===== config.mk =====
export PLATFORM = sky130hd
export DESIGN_NAME = cgps_top
export DESIGN_NICKNAME = d
export VERILOG_FILES = /design/src/rtl/cgps_pkg.sv /design/src/rtl/cgps_sync.sv /design/src/rtl/cgps_top.sv
export SDC_FILE = /design/constraint.sdc
export NUM_CORES = 1
export LEC_CHECK = 0
export BUFFER_PORTS_ARGS = -buffer_cell sky130_fd_sc_hd__clkbuf_2
export CAP_MARGIN = 0
export CORE_UTILIZATION = 53
export CTS_CLUSTER_SIZE = 12
export DETAILED_ROUTE_END_ITERATION = 8
export GPL_TIMING_DRIVEN = 0
export PLACE_DENSITY = 0.83
export SYNTH_ARGS = -nofsm -noshare
export SYNTH_HDL_FRONTEND = slang
export SYNTH_SLANG_ARGS = --single-unit

===== constraint.sdc =====
create_clock -name CLK_SYS -period 2.1 [get_ports CLK_SYS]
set_input_delay 0.105 -clock CLK_SYS [delete_from_list [all_inputs] [get_ports CLK_SYS]]
set_output_delay 0.105 -clock CLK_SYS [all_outputs]
set_load 0.05 [all_outputs]

===== src/rtl/cgps_pkg.sv =====
// Constants for the clock generator and power save controller.
// Assumes a 20 MHz system clock and a classic Wishbone register port.
package cgps_pkg;
  // Register byte offsets
  localparam logic [3:0] OFF_DIV = 4'h0;
  localparam logic [3:0] OFF_STAT = 4'h4;
  localparam logic [3:0] OFF_PWR = 4'h8;
  localparam logic [3:0] OFF_KEY = 4'hC;
  // Divider control fields
  localparam int DIV_LOW_BIT = 0;
  localparam int DIV_HIGH_BIT = 1;
  // Status fields
  localparam int STAT_LOCK_BIT = 0;
  localparam int STAT_ERR_BIT = 4;
  localparam int STAT_DIRECT_BIT = 7;
  // Power save control fields
  localparam int PWR_INHIBIT_BIT = 0;
  localparam int PWR_STOP_BIT = 1;
  localparam int PWR_IDLE_BIT = 2;
  localparam int PWR_EXT_BIT = 3;
  // Unlock key for the protected write, value arbitrary
  localparam logic [7:0] KEY_VALUE = 8'hA5;
  // Reset values
  localparam logic [1:0] DIV_RESET = 2'h0;
  // Timing
  localparam int CLK_MHZ = 20;
  localparam int LOCK_TIME_US = 150;
  localparam int OSC_STAB_US = 100;
  localparam int LOSS_TIME_NS = 2000;
  localparam int CLK_PERIOD_NS = 1000 / CLK_MHZ;
  localparam int LOCK_CYC = LOCK_TIME_US * CLK_MHZ;
  localparam int OSC_STAB_CYC = OSC_STAB_US * CLK_MHZ;
  localparam int LOSS_CYC = LOSS_TIME_NS / CLK_PERIOD_NS;
  localparam int CNT_W = 16;

  typedef enum logic [2:0] {
    CGPS_NORMAL = 3'b000,
    CGPS_HALT = 3'b001,
    CGPS_IDLE = 3'b010,
    CGPS_STOP = 3'b011,
    CGPS_STAB = 3'b100
  } cgps_state_t;

  // Ratio of system clock to input clock
  typedef enum logic [1:0] {
    CGPS_X5 = 2'b00,
    CGPS_X1 = 2'b01,
    CGPS_HALF = 2'b10,
    CGPS_FREE = 2'b11
  } cgps_ratio_t;
endpackage


===== src/rtl/cgps_sync.sv =====
// Two flip-flop synchroniser for a group of pin inputs.
// Assumes the inputs are asynchronous levels; no reset so that a pin
// can be observed while the block is held in reset.
`timescale 1ns/1ps
`default_nettype none
module cgps_sync #(
  parameter int W = 1
) (
  input wire logic CLK_SYS,
  input wire logic [W-1:0] PIN_IN,
  output logic [W-1:0] PIN_OUT
);
  typedef struct packed {
    logic [W-1:0] s1;
    logic [W-1:0] s2;
  } cgps_sync_t;

  cgps_sync_t r_reg;
  cgps_sync_t r_next;

  always_comb begin
    r_next.s1 = PIN_IN;
    r_next.s2 = r_reg.s1;
  end

  always_ff @(posedge CLK_SYS) begin
    r_reg <= r_next;
  end

  assign PIN_OUT = r_reg.s2;
endmodule
`default_nettype wire


===== src/rtl/cgps_top.sv =====
// Clock generator control and power save modes with a Wishbone slave.
// Assumes one 20 MHz clock; mode pin, clock-present, NMI and interrupt
// request arrive asynchronously and are synchronised here.
// Operation
// - Mode pin latched at reset; low is PLL mode, high is direct mode.
// - Direct mode gives a system clock of half the input clock.
// - PLL mode starts at five times the input clock after reset.
// - Lost input clock in PLL mode falls back to free-running VCO.
// - Divider register is 8 bits, written only through the protected sequence.
// - Divider 00 gives x5, 10 gives x1, 11 gives half; others prohibited.
// - Status register shows PLL lock and protection error flags.
// - HALT keeps oscillator, PLL and peripheral clock; CPU clock stops.
// - IDLE keeps oscillator and PLL, stops system clock, no wait on exit.
// - Software STOP stops oscillator and PLL and every internal clock.
// - After STOP in PLL mode, wait oscillation stabilisation before use.
// - Clock output inhibit keeps the system clock off the output pin.
// - External clock keeps oscillator off; direct mode runs neither.
// - Power save register is 8 bits, written only by protected sequence.
// - Idle and stop bits both set enter STOP, not IDLE.
// - Writing 1 to the stop request bit enters software STOP.
// - Stop request bit clears itself when STOP is released.
// - HALT ends on NMI, any unmasked interrupt, or reset.
// - IDLE ends only on NMI or reset.
`timescale 1ns/1ps
`default_nettype none
module cgps_top #(
  parameter int LOCK_CYCLES = cgps_pkg::LOCK_CYC,
  parameter int STAB_CYCLES = cgps_pkg::OSC_STAB_CYC,
  parameter int LOSS_CYCLES = cgps_pkg::LOSS_CYC
) (
  input wire logic CLK_SYS,
  input wire logic RST_B,
  input wire logic CLOCK_MODE_SELECT_PIN,
  input wire logic INPUT_CLK_PRESENT,
  input wire logic NMI_IN,
  input wire logic INT_REQ,
  input wire logic HALT_REQ,
  input wire logic CYC_I,
  input wire logic STB_I,
  input wire logic WE_I,
  input wire logic [3:0] ADR_I,
  input wire logic [3:0] SEL_I,
  input wire logic [31:0] DAT_I,
  output logic [31:0] DAT_O,
  output logic ACK_O,
  output logic OSC_EN,
  output logic PLL_EN,
  output logic CPU_CLK_EN,
  output logic PERI_CLK_EN,
  output logic SYSTEM_CLOCK_OUTPUT_EN,
  output logic [1:0] CLK_RATIO,
  output logic PLL_LOCK,
  output logic DIRECT_MODE
);
  typedef struct packed {
    logic direct;
    logic div_high;
    logic div_low;
    logic inhibit;
    logic idle_bit;
    logic stop_bit;
    logic ext_bit;
    logic armed;
    logic err;
    cgps_pkg::cgps_state_t state;
    logic lock;
    logic [cgps_pkg::CNT_W-1:0] lock_cnt;
    logic [cgps_pkg::CNT_W-1:0] stab_cnt;
    logic [cgps_pkg::CNT_W-1:0] loss_cnt;
    logic ack;
    logic [7:0] rdata;
    logic osc_en;
    logic pll_en;
    logic cpu_en;
    logic peri_en;
    logic clk_out_en;
    cgps_pkg::cgps_ratio_t ratio;
  } cgps_regs_t;

  localparam logic [cgps_pkg::CNT_W-1:0] LOCK_N =
    cgps_pkg::CNT_W'(LOCK_CYCLES);
  localparam logic [cgps_pkg::CNT_W-1:0] STAB_N =
    cgps_pkg::CNT_W'(STAB_CYCLES);
  localparam logic [cgps_pkg::CNT_W-1:0] LOSS_N =
    cgps_pkg::CNT_W'(LOSS_CYCLES);

  cgps_regs_t r_reg;
  cgps_regs_t r_next;
  logic [3:0] pins_s;
  logic mode_s;
  logic present_s;
  logic nmi_s;
  logic int_s;

  cgps_sync #(.W(4)) u_sync (
    .CLK_SYS(CLK_SYS),
    .PIN_IN({CLOCK_MODE_SELECT_PIN, INPUT_CLK_PRESENT, NMI_IN, INT_REQ}),
    .PIN_OUT(pins_s)
  );
  assign mode_s = pins_s[3];
  assign present_s = pins_s[2];
  assign nmi_s = pins_s[1];
  assign int_s = pins_s[0];

  logic req;
  logic wr;
  logic err_set;
  logic err_clr;
  logic relock;
  logic clk_ok;
  logic stop_ok;

  always_comb begin
    r_next = r_reg;
    req = CYC_I & STB_I & ~r_reg.ack;
    wr = req & WE_I & SEL_I[0];
    err_set = 1'b0;
    err_clr = 1'b0;
    relock = 1'b0;
    r_next.ack = req;

    // Protected writes: a key write arms exactly the next bus write
    if (wr) begin
      r_next.armed = 1'b0;
      case (ADR_I)
        cgps_pkg::OFF_KEY: begin
          r_next.armed = (DAT_I[7:0] == cgps_pkg::KEY_VALUE);
        end
        cgps_pkg::OFF_DIV: begin
          if (!r_reg.armed ||
              DAT_I[cgps_pkg::DIV_HIGH_BIT:cgps_pkg::DIV_LOW_BIT] == 2'h1) begin
            err_set = 1'b1;
          end else begin
            r_next.div_high = DAT_I[cgps_pkg::DIV_HIGH_BIT];
            r_next.div_low = DAT_I[cgps_pkg::DIV_LOW_BIT];
            relock = (DAT_I[cgps_pkg::DIV_HIGH_BIT] != r_reg.div_high) ||
                     (DAT_I[cgps_pkg::DIV_LOW_BIT] != r_reg.div_low);
          end
        end
        cgps_pkg::OFF_PWR: begin
          if (!r_reg.armed) begin
            err_set = 1'b1;
          end else begin
            r_next.inhibit = DAT_I[cgps_pkg::PWR_INHIBIT_BIT];
            r_next.stop_bit = DAT_I[cgps_pkg::PWR_STOP_BIT];
            r_next.idle_bit = DAT_I[cgps_pkg::PWR_IDLE_BIT];
            r_next.ext_bit = DAT_I[cgps_pkg::PWR_EXT_BIT];
          end
        end
        cgps_pkg::OFF_STAT: begin
          err_clr = DAT_I[cgps_pkg::STAT_ERR_BIT];
        end
        default: begin
        end
      endcase
    end
    // Set wins over a clear in the same cycle
    r_next.err = (r_reg.err & ~err_clr) | err_set;

    // Power save sequencing
    case (r_reg.state)
      cgps_pkg::CGPS_NORMAL: begin
        if (r_reg.stop_bit) begin
          r_next.state = cgps_pkg::CGPS_STOP;
        end else if (r_reg.idle_bit) begin
          r_next.state = cgps_pkg::CGPS_IDLE;
        end else if (HALT_REQ) begin
          r_next.state = cgps_pkg::CGPS_HALT;
        end
      end
      cgps_pkg::CGPS_HALT: begin
        if (nmi_s | int_s) begin
          r_next.state = cgps_pkg::CGPS_NORMAL;
        end
      end
      cgps_pkg::CGPS_IDLE: begin
        if (nmi_s) begin
          // No stabilisation wait: oscillator and PLL kept running
          r_next.state = cgps_pkg::CGPS_NORMAL;
          r_next.idle_bit = 1'b0;
        end
      end
      cgps_pkg::CGPS_STOP: begin
        if (nmi_s) begin
          r_next.stop_bit = 1'b0;
          r_next.idle_bit = 1'b0;
          r_next.stab_cnt = '0;
          r_next.state = r_reg.direct ? cgps_pkg::CGPS_NORMAL
                                      : cgps_pkg::CGPS_STAB;
        end
      end
      cgps_pkg::CGPS_STAB: begin
        r_next.stab_cnt = r_reg.stab_cnt + 1'b1;
        if (r_reg.stab_cnt >= STAB_N - 1'b1) begin
          r_next.state = cgps_pkg::CGPS_NORMAL;
        end
      end
      default: begin
        r_next.state = cgps_pkg::CGPS_NORMAL;
      end
    endcase

    // Input clock loss: no present level for LOSS_N cycles
    if (present_s) begin
      r_next.loss_cnt = '0;
    end else if (r_reg.loss_cnt < LOSS_N) begin
      r_next.loss_cnt = r_reg.loss_cnt + 1'b1;
    end
    clk_ok = (r_reg.loss_cnt < LOSS_N);
    stop_ok = (r_next.state != cgps_pkg::CGPS_STOP);

    // Clock tree enables
    r_next.osc_en = ~r_reg.direct & ~r_reg.ext_bit & stop_ok;
    r_next.pll_en = ~r_reg.direct & stop_ok;
    r_next.cpu_en = (r_next.state == cgps_pkg::CGPS_NORMAL);
    r_next.peri_en = (r_next.state == cgps_pkg::CGPS_NORMAL) ||
                     (r_next.state == cgps_pkg::CGPS_HALT);
    r_next.clk_out_en = r_next.peri_en & ~r_next.inhibit;

    // Ratio of the system clock to the input clock
    if (r_reg.direct) begin
      r_next.ratio = cgps_pkg::CGPS_HALF;
    end else if (!clk_ok) begin
      r_next.ratio = cgps_pkg::CGPS_FREE;
    end else if (!r_next.div_high) begin
      r_next.ratio = cgps_pkg::CGPS_X5;
    end else if (!r_next.div_low) begin
      r_next.ratio = cgps_pkg::CGPS_X1;
    end else begin
      r_next.ratio = cgps_pkg::CGPS_HALF;
    end

    // Lock restarts on any unlock cause
    if (!r_next.pll_en || !clk_ok || relock) begin
      r_next.lock_cnt = '0;
      r_next.lock = 1'b0;
    end else if (r_reg.lock_cnt >= LOCK_N - 1'b1) begin
      r_next.lock = 1'b1;
    end else begin
      r_next.lock_cnt = r_reg.lock_cnt + 1'b1;
    end

    // Read data, byte lane 0 only; unmapped reads return zero
    r_next.rdata = 8'h00;
    if (req && !WE_I) begin
      case (ADR_I)
        cgps_pkg::OFF_DIV: begin
          r_next.rdata[cgps_pkg::DIV_HIGH_BIT] = r_reg.div_high;
          r_next.rdata[cgps_pkg::DIV_LOW_BIT] = r_reg.div_low;
        end
        cgps_pkg::OFF_STAT: begin
          r_next.rdata[cgps_pkg::STAT_LOCK_BIT] = r_reg.lock;
          r_next.rdata[cgps_pkg::STAT_ERR_BIT] = r_reg.err;
          r_next.rdata[cgps_pkg::STAT_DIRECT_BIT] = r_reg.direct;
        end
        cgps_pkg::OFF_PWR: begin
          r_next.rdata[cgps_pkg::PWR_INHIBIT_BIT] = r_reg.inhibit;
          r_next.rdata[cgps_pkg::PWR_STOP_BIT] = r_reg.stop_bit;
          r_next.rdata[cgps_pkg::PWR_IDLE_BIT] = r_reg.idle_bit;
          r_next.rdata[cgps_pkg::PWR_EXT_BIT] = r_reg.ext_bit;
        end
        default: begin
        end
      endcase
    end
  end

  always_ff @(posedge CLK_SYS) begin
    if (!RST_B) begin
      r_reg <= '0;
      // Mode pin follows the synchronised level while reset is held
      r_reg.direct <= mode_s;
      r_reg.div_high <= cgps_pkg::DIV_RESET[1];
      r_reg.div_low <= cgps_pkg::DIV_RESET[0];
      r_reg.state <= cgps_pkg::CGPS_NORMAL;
      r_reg.ratio <= cgps_pkg::CGPS_X5;
    end else begin
      r_reg <= r_next;
    end
  end

  assign DAT_O = {24'h000000, r_reg.rdata};
  assign ACK_O = r_reg.ack;
  assign OSC_EN = r_reg.osc_en;
  assign PLL_EN = r_reg.pll_en;
  assign CPU_CLK_EN = r_reg.cpu_en;
  assign PERI_CLK_EN = r_reg.peri_en;
  assign SYSTEM_CLOCK_OUTPUT_EN = r_reg.clk_out_en;
  assign CLK_RATIO = r_reg.ratio;
  assign PLL_LOCK = r_reg.lock;
  assign DIRECT_MODE = r_reg.direct;

  // Checks
  mode_held_a: assert property (@(posedge CLK_SYS) disable iff (!RST_B)
    RST_B && $past(RST_B) |-> r_reg.direct == $past(r_reg.direct))
    else $error("mode changed outside reset");
  direct_ratio_a: assert property (@(posedge CLK_SYS) disable iff (!RST_B)
    r_reg.direct && $past(RST_B) |-> r_reg.ratio == cgps_pkg::CGPS_HALF &&
    !r_reg.pll_en && !r_reg.osc_en)
    else $error("direct mode clocking wrong");
  unprot_err_a: assert property (@(posedge CLK_SYS) disable iff (!RST_B)
    wr && !r_reg.armed && ADR_I == cgps_pkg::OFF_PWR |=>
    r_reg.err && $stable(r_reg.stop_bit) && $stable(r_reg.idle_bit))
    else $error("unprotected write not refused");
  // Enables are registered with the state, so they match it in every cycle but the first after reset
  stop_clocks_a: assert property (@(posedge CLK_SYS) disable iff (!RST_B)
    r_reg.state == cgps_pkg::CGPS_STOP |->
    !r_reg.pll_en && !r_reg.osc_en && !r_reg.peri_en)
    else $error("clocks running in stop");
  stop_prio_a: assert property (@(posedge CLK_SYS) disable iff (!RST_B)
    r_reg.state == cgps_pkg::CGPS_NORMAL && r_reg.stop_bit |=>
    r_reg.state == cgps_pkg::CGPS_STOP)
    else $error("stop request not taken");
  stop_clear_a: assert property (@(posedge CLK_SYS) disable iff (!RST_B)
    r_reg.state == cgps_pkg::CGPS_STOP && nmi_s |=>
    !r_reg.stop_bit ##0 r_reg.state != cgps_pkg::CGPS_STOP)
    else $error("stop bit not cleared on release");
  idle_exit_a: assert property (@(posedge CLK_SYS) disable iff (!RST_B)
    r_reg.state == cgps_pkg::CGPS_IDLE && !nmi_s |=>
    r_reg.state == cgps_pkg::CGPS_IDLE)
    else $error("idle left without nmi");
  halt_clk_a: assert property (@(posedge CLK_SYS) disable iff (!RST_B)
    r_reg.state == cgps_pkg::CGPS_HALT && !(nmi_s | int_s) |=>
    r_reg.peri_en && !r_reg.cpu_en)
    else $error("halt clock gating wrong");
  inhibit_out_a: assert property (@(posedge CLK_SYS) disable iff (!RST_B)
    r_reg.inhibit |-> !r_reg.clk_out_en)
    else $error("clock out while inhibited");
  stab_wait_a: assert property (@(posedge CLK_SYS) disable iff (!RST_B)
    $rose(r_reg.state == cgps_pkg::CGPS_STAB) |->
    !r_reg.cpu_en [*2])
    else $error("clock used during stabilisation");
endmodule
`default_nettype wire


== Word-level counts from Yosys, hierarchy flattened ==
Index checks and enable logic that the tools add are counted.
Storage, ports and cells
  bits in registers: 85
  output and inout port bits: 42
  logic and storage cells: 123
Cells by class
  add/subtract/negate cells: 3
  magnitude comparators: 3
  equal/unequal tests: 14
  multiplexer cells: 36
  bitwise operators: 17
  reduce and logical (&&, ||, !) cells: 22
Operator list (count)
  $add 16x1->16 const B: 3
  $pmux 16 s2: 1
  $mux 3: 8
  $ge 16x11->1 const B: 1
  $ge 16x12->1 const B: 1
  $lt 16x6->1 const B: 1
  $mux 16: 1
  $pmux 3 s5: 1
  $mux 2: 7
  $mux 1: 11
  $and 1x1->1: 9
  $reduce_and 3->1: 3
  $eq 4x4->1 const B: 2
  $eq 8x8->1 const B: 1
  $mux 4: 2
  $mux 7: 1
  $eq 3x1->1 const B: 2
  $eq 3x2->1 const B: 2
  $logic_not 3->1: 2
  $not 1->1: 6
  $pmux 1 s2: 3
  $reduce_or 2->1: 3
  $logic_or 1x1->1: 5
  $eq 4x3->1 const B: 1
  other kinds (12): 18

== Logic depth before layout (Yosys ltp) ==
  word-level depth: 10
  depth in mapped cells: 7
  depth with buffers taken out: 5

== Modules after synthesis ==
Synthesis repeated with hierarchy kept, for this count alone.
Second synthesis, totals
  cell total of the unflattened synthesis: 395
  area total of the unflattened synthesis: 3585.9 um^2
By module, submodules not included
  cgps_top: times used 1, cells an instance 387, area an instance 3425.8 um^2
  cgps_sync: times used 1, cells an instance 8, area an instance 160.2 um^2

== Worst setup path before layout ==
Ideal clock, no wire load.
  path type: flip-flop to flip-flop
  start: register r_reg, in the netlist ACK_O
  end: register r_reg[73] (netlist name)
  data arrival time: 2.005 ns
  path slack: -0.020 ns
  cell stages (with the launch flop): 5
  buffers on the path: 0
  clock period less this slack: 2.120 ns
  cell sequence: dfxtp_1 -> nand3b_1 -> nor4_1 -> mux2_2 -> and2_1
Between the ends
  cells in the longest elaborated chain, start to end: 5
Ends and longest elaborated chain
  start, declared: RTL line cgps_top.sv:87  | cgps_regs_t r_reg;
  start signal, assigned: RTL line cgps_top.sv:278  | r_reg <= r_next;
  $not 1->1: RTL line cgps_top.sv:115  | req = CYC_I & STB_I & ~r_reg.ack;
  $and 1x1->1: RTL line cgps_top.sv:115
  $and 1x1->1 (2 in series): RTL line cgps_top.sv:116  | wr = req & WE_I & SEL_I[0];
  $mux 7: RTL line cgps_top.sv:123  | if (wr) begin
Every way passes these cells.
A chain may end at the register's enable or synchronous reset.

== Worst setup path after layout ==
  start: register r_reg[66] (netlist name)
  end: register r_reg[46] (netlist name)
Between the ends
  cells in the longest elaborated chain, start to end: 3
  elaborated cells between the ends (all ways): 6
Ends and longest elaborated chain
  $eq 3x2->1 / $eq 3x3->1 (equally long branches): RTL line cgps_top.sv:161  | case (r_reg.state)
  $ne 2x1->1 (no source line) / $reduce_bool 2->1 (equally long branches)
  $reduce_and 2->1 (no source line)
Several ways; a longest one is shown, not always the timed one.

==> results.cfg <==
[run_status]
status = finished clean

[floorplan]
start_util_pct = 55.1
dieArea_sq_um = 7450
dieHeight_um = 86.3
pin_count = 92
die_x_um = 86.3
coreArea_sq_um = 6830
row_count = 30

[route]
wl_per_cell_um = 14.0
first_pass_iters = 5
drt_iter0_markers = 223
avgViaCountPerCell = 5.66
dr_total_vias = 3381
drc = 0
ant_nets = 0
drt-total-wl_um = 8370

[setup_path]
crit_path_start_kind = flop
worstPathArrival_ns = 2.31
critPathRequiredTime_ns = 2.38
crit_path_end_kind = flop
path_class = reg2reg
rrSetupSlack_ns = 0.07
ff2ff_path_depth = 6
worst-path-max-fanout = 9

[timing]
slew_viol_final = 0
tns_ns = 0
finalWorstPathRequiredPeriod_ns = 2.03
fmax_mhz = 493
finalSetupViolations = 0
slew_headroom_pct = 54.0
skew_ns = 0.00709
tightest_slew_ns = 0.688
hold_viol = 0
period_share_pct = 96.5
rsz0062_at_grt = yes

[grt]
globalRouteTotalUtil_pct = 23.5
antenna_found_initial = 0
grt_pass1_wl_um = 13800
grt_pass1_vias = 2980
grt_start_max_net_pins = 16
grt-ovfl-total = 0

[placement]
dpl.hpwl_um = 5640
gp_routability_congestion = 0.906
port_buffers = 37

[clocking]
cts.path.max_buffers = 2
clk_latency_ns = 0.35
cts_root_buf = clkbuf_8
h-tree-depth = 3
cts_made_buffers = 9
cts_tree = yes
clk_pin_slew_ns = 0.08
clock-sinks = 83

[synth]
ys_ff_latch = 83
syn_avg_cell_area_sq_um = 9.03
yosysUniqueCellTypes = 59
syn_area_sq_um = 3770
yosysSeqAreaShare_pct = 44.4
ys_warn_count = 0
postSynthCellCount = 417
async_reset_ff_share_pct = 0
synth_edf_count = 1
synthFlopType = dfxtp_1

[layout]
diodes = 0
layout.nets = 549
largest_reg_flops = 59
drive_gt1_share_pct = 23.0
syn_to_final_growth_pct = 20.2

[job]
timing.max_cap.violations = 0

[power_and_ir_drop]
leakagePower_nw = 1.77
powerDensity_nw_per_um2 = 734
ir_worst_vdd_mv = 0.456
power.total_mw = 3.32

[min_path]
hp-class = in2reg
worst_hold_path.num_cells = 3
-- logic make-up after synthesis --
| family | after synthesis | synth area share [%] |
|---|---|---|
| compound gates | 90 | 16.6 |
| xor+xnor | 3 | 0.698 |
| fa+ha+maj | 3 | 0.997 |
| buf+inv | 69 | 10.5 |
| flops | 83 | 44.4 |
| mux | 6 | 1.63 |
| other cells | 1 | 0.0996 |
| simple gates | 162 | 25.0 |
-- metal layers --
layer	part of all wire (%)	global-route usage, %	up-vias
met1	46	30.5	1587
met5	0	0	-
li1	-	-	1630
met3	5.9	5.81	16
met4	1.7	7.88	0
met2	46	38.4	148
-- power by group --
part           leakage, nW  internal [mW]  switching [mW]  total, mW
clock network        0.120          0.798           0.596       1.39
registers            0.677           1.60          0.0170       1.62
logic                0.970         0.0930           0.219      0.312
-- synthesized netlist by cell type (2+ instances only) --
library cell	number	area, sq um
dfxtp_1	82	1640
buf_4	34	255
a21oi_1	22	110
nand2_1	22	82.6
inv_1	21	78.8
nor2_1	21	78.8
nor3_1	19	95.1
and2_1	15	93.8
or4_1	15	113
o21ai_0	14	70.1
a211oi_1	13	97.6
nand3_1	12	60.1
clkbuf_1	11	41.3
nand4_1	10	62.6
o31ai_1	10	75.1
nand2b_1	7	43.8
nor4_1	7	43.8
mux2i_1	5	50.1
a31oi_1	4	25.0
and4_1	4	35.0
nand4b_1	4	35.0
o21a_1	4	30.0
or3_1	4	25.0
a311oi_1	3	26.3
a31o_2	3	26.3
and3_1	3	18.8
ha_1	3	37.5
nand3b_1	3	22.5
nor2b_1	3	18.8
o311ai_0	3	26.3
or2_2	3	18.8
a41oi_1	2	17.5
and4b_1	2	20.0
buf_2	2	10.0
nor4b_1	2	17.5
xor2_1	2	17.5
-- placed cells by master, fill, tap and decap left out, drive strengths merged, types with 7 or more instances in the layout --
master and count:
a211oi 14, a21oi 22, and2 15, buf 38
clkbuf 57, conb 26, dfxtp 82, inv 22
nand2 22, nand2b 7, nand3 12, nand4 10
nor2 21, nor3 19, nor4 7, o21ai 14
o31ai 11, or4 16
-- area by class of cell --
cell class | instances | area [sq um]
clock inverter | 7 | 124
timing repair buffer | 43 | 243
fill | 574 | 2310
buffer | 48 | 323
clock buffer | 9 | 124
tap | 96 | 120
multi-input combinational | 290 | 1840
inverter | 21 | 78.8
sequential | 83 | 1670
-- worst paths after layout --
check,start,endpoint
worst max-delay path,r_reg[66]$_SDFF_PN0_,r_reg[46]$_SDFFE_PN0P_
worst max register to register,r_reg[66]$_SDFF_PN0_,r_reg[46]$_SDFFE_PN0P_
worst min-delay path,DAT_I[3],r_reg[70]$_SDFFE_PN0P_
worst min register to register,u_sync.r_next[3]$_DFF_P_,u_sync.PIN_OUT[3]$_DFF_P_
-- worst max-delay path, cell delays in order, from the launching register on --
cell	delay (ns)
dfxtp_1	0.32
buf_6	0.13
or3b_1	0.34
buf_4	0.17
or4_4	0.44
or4_4	0.42
a21oi_1	0.14
-- what timing repair did --
action	4_1_cts	5_1_grt
endpoints found under the setup margin	11	15
hold endpoints to repair	5	0
gates resized for setup	2	16
buffers inserted	1	0
hold buffers	5	0
pin swaps	1	2
-- through the flow --
step | cell area [sq um] | util (%) | std cells | setup WS [ns] | hold slack [ns]
after detailed placement | 4170 | 61.1 | 575 | -0.134 | 0.209
after floorplan | 3870 | - | 442 | 0.0128 | 0.133
after CTS | 4490 | 65.7 | 597 | 0.0293 | 0.0362
after global routing | 4530 | 66.2 | 597 | -0.0345 | 0.0421
after global placement | 4170 | 61.1 | 575 | -0.0744 | 0.208
final | 4530 | 66.2 | 597 | 0.0727 | 0.0405
Note: power is estimated with default switching activity, not from simulation.
